**config.mk**
```make
export PLATFORM = sky130hd
export DESIGN_NAME = ioc_offset_corrector
export DESIGN_NICKNAME = d
export VERILOG_FILES = /design/src/ioc_pkg.sv /design/src/ioc_offset_corrector.sv
export SDC_FILE = /design/constraint.sdc
export NUM_CORES = 1
export LEC_CHECK = 0
export BUFFER_PORTS_ARGS = -buffer_cell sky130_fd_sc_hd__buf_2
export CAP_MARGIN = 20
export CELL_PAD_IN_SITES_DETAIL_PLACEMENT = 0
export CELL_PAD_IN_SITES_GLOBAL_PLACEMENT = 1
export CORE_MARGIN = 1.5
export CORE_UTILIZATION = 52
export CTS_BUF_LIST = sky130_fd_sc_hd__clkbuf_4 sky130_fd_sc_hd__clkbuf_8
export DETAILED_ROUTE_END_ITERATION = 16
export PLACE_DENSITY = 0.85
export REMOVE_ABC_BUFFERS = 1
export SLEW_MARGIN = 20
export SYNTH_ARGS = -nofsm -noshare
export SYNTH_HDL_FRONTEND = slang
export SYNTH_SLANG_ARGS = --single-unit
```
**constraint.sdc**
```tcl
create_clock -name ref_clk_in -period 8.2 [get_ports ref_clk_in]
set_input_delay 1.64 -clock ref_clk_in [delete_from_list [all_inputs] [get_ports ref_clk_in]]
set_output_delay 1.64 -clock ref_clk_in [all_outputs]
set_load 0.01 [all_outputs]
```
**src/ioc_pkg.sv**
```systemverilog
`default_nettype none
package ioc_pkg;
  localparam int SAMPLE_W = 14;
  localparam int CH_NUM = 2;
  localparam int CH_IDX_W = 1;
  localparam int CORE_NUM = 4;
  localparam int CORE_IDX_W = 2;
  localparam int SPI_ADDR_W = 15;
  localparam logic [4:0] SPI_ADDR_LAST = 5'h000f;
  localparam logic [4:0] SPI_DATA_LAST = 5'h0017;
  localparam logic [4:0] SPI_DATA_FIRST = 5'h0010;
  localparam logic [2:0] SPI_PIN_IDLE = 3'h4;
  localparam logic [14:0] ADDR_PAGE0 = 15'h4001;
  localparam logic [14:0] ADDR_PAGE1 = 15'h4002;
  localparam logic [14:0] ADDR_PAGE_CH = 15'h4003;
  localparam logic [14:0] ADDR_PAGE_BLK = 15'h4004;
  localparam logic [14:0] ADDR_CTRL = 15'h6068;
  localparam logic [7:0] PAGE_ZERO = 8'h00;
  localparam logic [7:0] PAGE_BLK_CORR = 8'h61;
  localparam logic [7:0] PAGE_RESET = 8'h00;
  localparam logic [7:0] CTRL_FREEZE = 8'hc2;
  localparam logic [7:0] CTRL_BYPASS = 8'h46;
  localparam logic [7:0] CTRL_RESET = 8'h00;

  typedef enum logic [1:0] {
    IOC_RUN,
    IOC_FREEZE,
    IOC_BYPASS
  } ioc_mode_type;

  typedef struct packed {
    logic                valid;
    logic [SAMPLE_W-1:0] data;
  } ioc_sample_type;

  function automatic ioc_mode_type ioc_mode_of(input logic [7:0] code);
    ioc_mode_type m;
    m = IOC_RUN;
    if (code == CTRL_FREEZE) begin
      m = IOC_FREEZE;
    end else if (code == CTRL_BYPASS) begin
      m = IOC_BYPASS;
    end
    return m;
  endfunction
endpackage
`default_nettype wire

```
**src/ioc_offset_corrector.sv**
```systemverilog
// Notes on behaviour
// - Per channel, estimate offset of each of four cores and subtract its difference from the four-core mean.
// - Running correction nulls fs/4 and fs/2 static tones; dc is left in place.
// - Every valid sample in run mode updates the estimate; real tones there are suppressed too.
// - Bypass applies no correction; samples pass through unaltered.
// - Freeze stops estimate updates and keeps applying the last estimate.
// - Idle channel is detected when input stays near zero for a while.
// - C2h written to 6068h freezes the selected channel's corrector.
// - 46h written to 6068h bypasses the selected channel's corrector.
`timescale 1ns/1ps
`default_nettype none
module ioc_offset_corrector
  import ioc_pkg::*;
#(
  parameter int FRAC_W      = 8,
  parameter int AVG_SHIFT   = 10,
  parameter int IDLE_THRESH = 16,
  parameter int IDLE_COUNT  = 256
) (
  // Clock and reset
  input  wire logic                        ref_clk_in,
  input  wire logic                        rstn_in,
  // Serial register port
  input  wire logic                        spi_sen_n_in,
  input  wire logic                        spi_sclk_in,
  input  wire logic                        spi_sdi_in,
  output var  logic                        spi_sdo_out,
  // Sample streams
  input  wire ioc_sample_type [CH_NUM-1:0] samp_in,
  output var  ioc_sample_type [CH_NUM-1:0] samp_out,
  // Channel state
  output var  logic [CH_NUM-1:0]           idle_out
);

  localparam int ACC_W = SAMPLE_W + FRAC_W + 2;
  localparam int DIF_W = SAMPLE_W + 3;

  // Pin synchronisers
  logic [2:0] pins;
  logic [2:0] sync_reg [3];
  logic [2:0] lvl_reg;

  assign pins = {spi_sen_n_in, spi_sclk_in, spi_sdi_in};

  for (genvar i = 0; i < 3; i++) begin : g_sync
    always_ff @(posedge ref_clk_in) begin
      if (!rstn_in) begin
        sync_reg[i] <= {3{SPI_PIN_IDLE[i]}};
        lvl_reg[i]  <= SPI_PIN_IDLE[i];
      end else begin
        sync_reg[i] <= {sync_reg[i][1:0], pins[i]};
        if (sync_reg[i][1] == sync_reg[i][2]) begin
          lvl_reg[i] <= sync_reg[i][2];
        end
      end
    end
  end

  // Serial frame engine
  logic                  sen_n;
  logic                  sclk;
  logic                  sdi;
  logic                  sclk_prev_reg;
  logic                  sclk_rise;
  logic                  sclk_fall;
  logic [4:0]            bit_cnt_reg;
  logic [23:0]           shift_reg;
  logic [SPI_ADDR_W-1:0] addr_reg;
  logic                  rd_reg;
  logic                  rd_load_reg;
  logic [7:0]            rd_shift_reg;
  logic                  wr_en_reg;
  logic [7:0]            wr_data_reg;
  logic                  addr_done;
  logic                  data_done;

  assign sen_n     = lvl_reg[2];
  assign sclk      = lvl_reg[1];
  assign sdi       = lvl_reg[0];
  assign sclk_rise = !sen_n && sclk && !sclk_prev_reg;
  assign sclk_fall = !sen_n && !sclk && sclk_prev_reg;
  assign addr_done = sclk_rise && (bit_cnt_reg == SPI_ADDR_LAST);
  assign data_done = sclk_rise && (bit_cnt_reg == SPI_DATA_LAST);

  always_ff @(posedge ref_clk_in) begin
    if (!rstn_in) begin
      sclk_prev_reg <= 1'b0;
      bit_cnt_reg   <= '0;
      shift_reg     <= '0;
      addr_reg      <= '0;
      rd_reg        <= 1'b0;
      rd_load_reg   <= 1'b0;
      wr_en_reg     <= 1'b0;
      wr_data_reg   <= '0;
    end else begin
      sclk_prev_reg <= sclk;
      rd_load_reg   <= addr_done && shift_reg[14];
      wr_en_reg     <= data_done && !rd_reg;
      if (sen_n) begin
        bit_cnt_reg <= '0;
      end else if (sclk_rise) begin
        shift_reg   <= {shift_reg[22:0], sdi};
        bit_cnt_reg <= bit_cnt_reg + 5'h0001;
      end
      if (addr_done) begin
        addr_reg <= {shift_reg[13:0], sdi};
        rd_reg   <= shift_reg[14];
      end
      if (data_done) begin
        wr_data_reg <= {shift_reg[6:0], sdi};
      end
    end
  end

  // Paged register file
  logic [7:0]        page0_reg;
  logic [7:0]        page1_reg;
  logic [7:0]        page_ch_reg;
  logic [7:0]        page_blk_reg;
  logic [7:0]        ctrl_reg [CH_NUM];
  logic              page_ok;
  logic [CH_IDX_W-1:0] sel_ch;
  logic              ctrl_wr;
  logic [7:0]        ctrl_rd;
  logic [7:0]        rd_data;

  assign page_ok = (page0_reg == PAGE_ZERO) && (page1_reg == PAGE_ZERO)
                   && (page_blk_reg == PAGE_BLK_CORR)
                   && (page_ch_reg < 8'(CH_NUM));
  assign sel_ch  = page_ch_reg[CH_IDX_W-1:0];
  assign ctrl_wr = wr_en_reg && (addr_reg == ADDR_CTRL) && page_ok;
  assign ctrl_rd = page_ok ? ctrl_reg[sel_ch] : 8'h00;
  assign rd_data = (addr_reg == ADDR_PAGE0)    ? page0_reg :
                   (addr_reg == ADDR_PAGE1)    ? page1_reg :
                   (addr_reg == ADDR_PAGE_CH)  ? page_ch_reg :
                   (addr_reg == ADDR_PAGE_BLK) ? page_blk_reg :
                   (addr_reg == ADDR_CTRL)     ? ctrl_rd : 8'h00;

  always_ff @(posedge ref_clk_in) begin
    if (!rstn_in) begin
      page0_reg    <= PAGE_RESET;
      page1_reg    <= PAGE_RESET;
      page_ch_reg  <= PAGE_RESET;
      page_blk_reg <= PAGE_RESET;
    end else if (wr_en_reg) begin
      if (addr_reg == ADDR_PAGE0) begin
        page0_reg <= wr_data_reg;
      end
      if (addr_reg == ADDR_PAGE1) begin
        page1_reg <= wr_data_reg;
      end
      if (addr_reg == ADDR_PAGE_CH) begin
        page_ch_reg <= wr_data_reg;
      end
      if (addr_reg == ADDR_PAGE_BLK) begin
        page_blk_reg <= wr_data_reg;
      end
    end
  end

  // Read data return
  always_ff @(posedge ref_clk_in) begin
    if (!rstn_in) begin
      rd_shift_reg <= '0;
      spi_sdo_out  <= 1'b0;
    end else if (rd_load_reg) begin
      rd_shift_reg <= rd_data;
    end else if (sclk_fall && rd_reg && (bit_cnt_reg >= SPI_DATA_FIRST) && (bit_cnt_reg <= SPI_DATA_LAST)) begin
      spi_sdo_out  <= rd_shift_reg[7];
      rd_shift_reg <= {rd_shift_reg[6:0], 1'b0};
    end
  end

  // Per channel corrector
  for (genvar c = 0; c < CH_NUM; c++) begin : g_ch
    ioc_mode_type                mode;
    logic [CORE_IDX_W-1:0]       core_reg;
    logic signed [ACC_W-1:0]     est_reg [CORE_NUM];
    logic signed [ACC_W-1:0]     est_sum;
    logic signed [ACC_W-1:0]     est_mean;
    logic signed [ACC_W-1:0]     x_fix;
    logic signed [ACC_W-1:0]     est_step;
    logic signed [ACC_W-1:0]     corr_fix;
    logic signed [DIF_W-1:0]     corr;
    logic signed [DIF_W-1:0]     y_wide;
    logic signed [SAMPLE_W-1:0]  x;
    logic signed [SAMPLE_W-1:0]  y_sat;
    logic [SAMPLE_W-1:0]         x_mag;
    logic [15:0]                 idle_cnt_reg;
    logic                        quiet;
    logic                        upd;

    assign mode     = ioc_mode_of(ctrl_reg[c]);
    assign x        = samp_in[c].data;
    assign x_fix    = ACC_W'(x) <<< FRAC_W;
    assign est_step = (x_fix - est_reg[core_reg]) >>> AVG_SHIFT;
    assign upd      = samp_in[c].valid && (mode == IOC_RUN);
    assign est_mean = est_sum >>> CORE_IDX_W;
    assign corr_fix = (est_reg[core_reg] - est_mean) >>> FRAC_W;
    assign corr     = corr_fix[DIF_W-1:0];
    assign y_wide   = DIF_W'(x) - corr;
    assign y_sat    = (y_wide > DIF_W'(2 ** (SAMPLE_W - 1) - 1)) ?
                      SAMPLE_W'(2 ** (SAMPLE_W - 1) - 1) :
                      (y_wide < -DIF_W'(2 ** (SAMPLE_W - 1))) ?
                      SAMPLE_W'(-(2 ** (SAMPLE_W - 1))) : y_wide[SAMPLE_W-1:0];
    assign x_mag    = x[SAMPLE_W-1] ? SAMPLE_W'(-x) : x;
    assign quiet    = x_mag <= SAMPLE_W'(IDLE_THRESH);

    always_comb begin
      est_sum = '0;
      for (int k = 0; k < CORE_NUM; k++) begin
        est_sum = est_sum + est_reg[k];
      end
    end

    always_ff @(posedge ref_clk_in) begin
      if (!rstn_in) begin
        ctrl_reg[c] <= CTRL_RESET;
      end else if (ctrl_wr && (sel_ch == CH_IDX_W'(c))) begin
        ctrl_reg[c] <= wr_data_reg;
      end
    end

    always_ff @(posedge ref_clk_in) begin
      if (!rstn_in) begin
        core_reg <= '0;
        for (int k = 0; k < CORE_NUM; k++) begin
          est_reg[k] <= '0;
        end
      end else if (samp_in[c].valid) begin
        core_reg <= core_reg + 1'b1;
        if (upd) begin
          est_reg[core_reg] <= est_reg[core_reg] + est_step;
        end
      end
    end

    always_ff @(posedge ref_clk_in) begin
      if (!rstn_in) begin
        samp_out[c] <= '0;
      end else begin
        samp_out[c].valid <= samp_in[c].valid;
        if (mode == IOC_BYPASS) begin
          samp_out[c].data <= samp_in[c].data;
        end else begin
          samp_out[c].data <= y_sat;
        end
      end
    end

    always_ff @(posedge ref_clk_in) begin
      if (!rstn_in) begin
        idle_cnt_reg <= '0;
        idle_out[c]  <= 1'b0;
      end else if (samp_in[c].valid) begin
        if (!quiet) begin
          idle_cnt_reg <= '0;
          idle_out[c]  <= 1'b0;
        end else if (idle_cnt_reg < 16'(IDLE_COUNT - 1)) begin
          idle_cnt_reg <= idle_cnt_reg + 16'h0001;
        end else begin
          idle_out[c] <= 1'b1;
        end
      end
    end
  end

endmodule
`default_nettype wire

```
==> qor.txt <==
Status -> complete, no violations
CP Max Fanout -> 7
Post-synthesis cell area -> 27,700 sq um
CTS buffer count -> 72
Die W -> 234 um
Placed cells -> 3,649
Residual DRC -> 0
Worst r2r dst -> samp_out[16]
FFs w/ async S/R, synth -> 0%
Hold Crit Depth -> 1
Met2 WL -> 32,900 um
First DRT Iteration DRCs -> 1,672
Ys Warns -> 0
DP HPWL -> 51,700 um
Hold_ws -> 0.424 ns
Hold crit path type -> flop to flop
Core area -> 52,600 sq um
FF-to-FF Start -> g_ch[1].est_reg[3][1]
Antenna-violating nets left -> 0
Hold_sp -> sync_reg[0][0]
Skew-Pair Late Insertion Delay -> 0.66 ns
CTS tree -> built
Hold Path End -> sync_reg[0][1]
Startpoint Class -> flop
Clock Pin Slew Worst Setup and Hold Paths -> 0.06 ns
Layout cells sized above 1 -> 11.4%
Compound-Gate Fraction of Synth Area -> 15.6%
Multi-input combinational cell area -> 16,400 sq um
Via/cell ratio -> 5.75
Sequential share of the synthesized area -> 35.1%
CP Data Required Time -> 8.74 ns
Cells after Synth -> 2,963
Final-report setup violation count -> 0
Avg WL per Cell -> 18.5 um
Total clock sinks -> 381
First-pass GRT wire length -> 111,000 um
WS Path Type -> flop to flop
Drt total wl -> 70,000 um
Setup TNS -> 0 ns
Xor and xnor area share after synthesis -> 5.37%
Buffers on Ports -> 67
Crit path DAT -> 8.31 ns
Vias in the first global route -> 21,300
Area grow syn2layout -> 10.0%
Max-cap violations -> 0
Via count -> 21,800
Fraction of the mapped netlist area in simple logic gates -> 16.8%
Post-Layout Cell Count -> 3,786
Fmax -> 129 MHz
Max layer used -> met4
Htree depth -> 3
Crit-path max cell delay -> 0.53 ns
Ports -> 68
Clk buf depth -> 3
Final GP Congestion -> 0.902
All-Layer GR Usage -> 25.6%
Mean Syn Cell Area -> 9.34 sq um
Largest family of logic cells by synthesized area -> simple AND/OR/NAND/NOR gates
Global route overflow -> 0
Die ar. -> 54,600 sq um
Slew Limit Fails -> 0
Row count -> 84
Starting density of the core -> 52.7%
Crit path capture type -> flop
Max-slew headroom -> 28.6%
Number of synthesized flops with an enable pin -> 208
Dominant synthesized flop cell -> edfxtp_1
Register area -> 9710 sq um
Max reg flops -> 192
Synth unique cells -> 88
FF-to-FF setup slack -> 0.43 ns
Post-synthesis mux area share -> 4.95%
Final Cycle Share -> 94.8%
Final layout net count -> 3,368
Largest net degree at the start of global routing -> 62
Initial antenna violation count -> 2
Clock Skews -> 0.0480 ns
Met3 wire len -> 4250 um
Fin crit period -> 7.77 ns
Worst slew pin tran -> 1.06 ns
Final Hold Fails -> 0
Filler cells -> 4,579
Die extent in y -> 234 um
CTS Root Cell -> clkbuf_8
#FFs+latches synth -> 381
Metal-1 WL -> 31,600 um
DR pass1 iterations -> 5
Adder-Cell Fraction of Synth Area -> 16.0%
Worst reg2reg path depth -> 35
Critical path's slowest cell -> fa_1
## cell families after synthesis
logic type | Yosys count
AO/OA/AOI/OAI | 627
XOR/XNOR | 169
adder cells (fa/ha/maj) | 296
buffers and inverters | 449
flip-flops | 381
multiplexers | 75
AND/OR/NAND/NOR | 966
## per-stage QoR
stage          worst slack [ns]  cell area, sq um  utilization [%]
6_report                  0.429             30500             58.0
5_1_grt                 -0.0208             30500             58.0
4_1_cts                  0.0176             30400             57.8
3_5_place_dp             0.0238             28700             54.6
3_3_place_gp              0.342             28700             54.6
2_1_floorplan              1.05             27300                -
## per-layer routing
metal / up-vias / GRT usage, %
met5: - / 0
met4: 0 / 7.07
met3: 93 / 3.97
met2: 595 / 42.2
met1: 10600 / 35.1
li1: 10500 / -
## cell type report
| class | count | area share (%) |
|---|---|---|
| multi-input cells | 2134 | 53.7 |
| repair buffers | 93 | 1.75 |
| flip-flops and latches | 381 | 31.9 |
| inverters | 355 | 4.38 |
| clock buffers | 112 | 4.61 |
| diodes | 1 | 0.00822 |
| well taps | 688 | 2.83 |
| clock inverters | 22 | 0.834 |
## what timing repair did
action                                  4_1_cts  5_1_grt
hold buffers                                  0        0
setup buffers                                 0        0
endpoints found under the setup margin        0       26
resized for setup                             0       17
## critical path, delay by kind of cell, from the launching register on
family / cells / cell delay (ns)
adder cells (fa/ha/maj): 5 / 2.03
XOR/XNOR: 3 / 0.49
AO/OA/AOI/OAI: 16 / 3.21
AND/OR/NAND/NOR: 9 / 1.46
flip-flops: 1 / 0.34
buffers and inverters: 2 / 0.11
## placed cells by master (no fill, tap or decap), types with 21 or more instances in the layout
| master | synthesis | final |
|---|---|---|
| fa_1 | 96 | 96 |
| o21a_1 | 49 | 49 |
| nand2_1 | 235 | 235 |
| xor2_1 | 63 | 63 |
| nor2_1 | 315 | 315 |
| nand3_1 | 75 | 75 |
| buf_2 | 4 | 66 |
| and3_1 | 21 | 21 |
| mux4_2 | 48 | 48 |
| a21boi_0 | 64 | 64 |
| a21oi_1 | 153 | 152 |
| a31oi_1 | 24 | 22 |
| and2_1 | 40 | 39 |
| inv_1 | 355 | 355 |
| nor4_1 | 25 | 25 |
| buf_4 | 2 | 27 |
| ha_1 | 200 | 200 |
| nor2b_1 | 47 | 45 |
| edfxtp_1 | 208 | 208 |
| o21ai_0 | 102 | 96 |
| clkbuf_4 | 0 | 22 |
| nand2b_1 | 42 | 42 |
| dfxtp_1 | 173 | 172 |
| clkbuf_8 | 0 | 90 |
| nor3_1 | 57 | 57 |
| xnor2_1 | 105 | 105 |
| a21o_1 | 54 | 54 |
## synthesized netlist by cell type, types with 6 or more instances
library cell | instances | area [sq um]
nand2b_1 | 42 | 263
mux2_2 | 16 | 180
a22oi_1 | 9 | 67.6
mux2i_1 | 11 | 110
o31a_1 | 6 | 52.6
inv_1 | 355 | 1330
nand4_1 | 19 | 119
o221a_2 | 14 | 158
nand3_1 | 75 | 375
dfxtp_1 | 173 | 3460
o31ai_1 | 10 | 75.1
a21o_1 | 54 | 405
nor2b_1 | 47 | 294
and3_1 | 21 | 131
a21oi_1 | 153 | 766
nor2_1 | 315 | 1180
o211a_1 | 12 | 120
a31oi_1 | 24 | 150
o211ai_1 | 18 | 135
clkbuf_1 | 81 | 304
o21bai_1 | 13 | 97.6
and2_1 | 40 | 250
a2111oi_0 | 6 | 52.6
or2_2 | 14 | 87.6
nor3b_1 | 10 | 75.1
a221oi_1 | 13 | 114
nor4b_1 | 6 | 52.6
edfxtp_1 | 208 | 6250
nand2_1 | 235 | 882
a211oi_1 | 12 | 90.1
mux4_2 | 48 | 1080
xnor2_1 | 105 | 920
a211o_1 | 11 | 96.3
or3_1 | 17 | 106
o21a_1 | 49 | 368
a21boi_0 | 64 | 480
xor2_1 | 63 | 552
ha_1 | 200 | 2500
fa_1 | 96 | 1920
o21ai_0 | 102 | 510
nor4_1 | 25 | 156
nand3b_1 | 8 | 60.1
nor3_1 | 57 | 285
## worst max-delay path by stage
stage / end / from / depth (start not counted)
finish: samp_out[16] / g_ch[1].est_reg[3][1] / 35
CTS: samp_out[9] / g_ch[0].est_reg[0][1] / 32
floorplan: samp_out[24] / g_ch[1].est_reg[3][2] / 32
global route: samp_out[20] / g_ch[1].est_reg[3][1] / 35
global placement: samp_out[4] / g_ch[0].est_reg[0][1] / 32
detailed placement: samp_out[1] / g_ch[0].est_reg[0][1] / 32
Power is not shown: default switching activity piles up to over one toggle a cycle in this logic, so the estimate is an artifact.
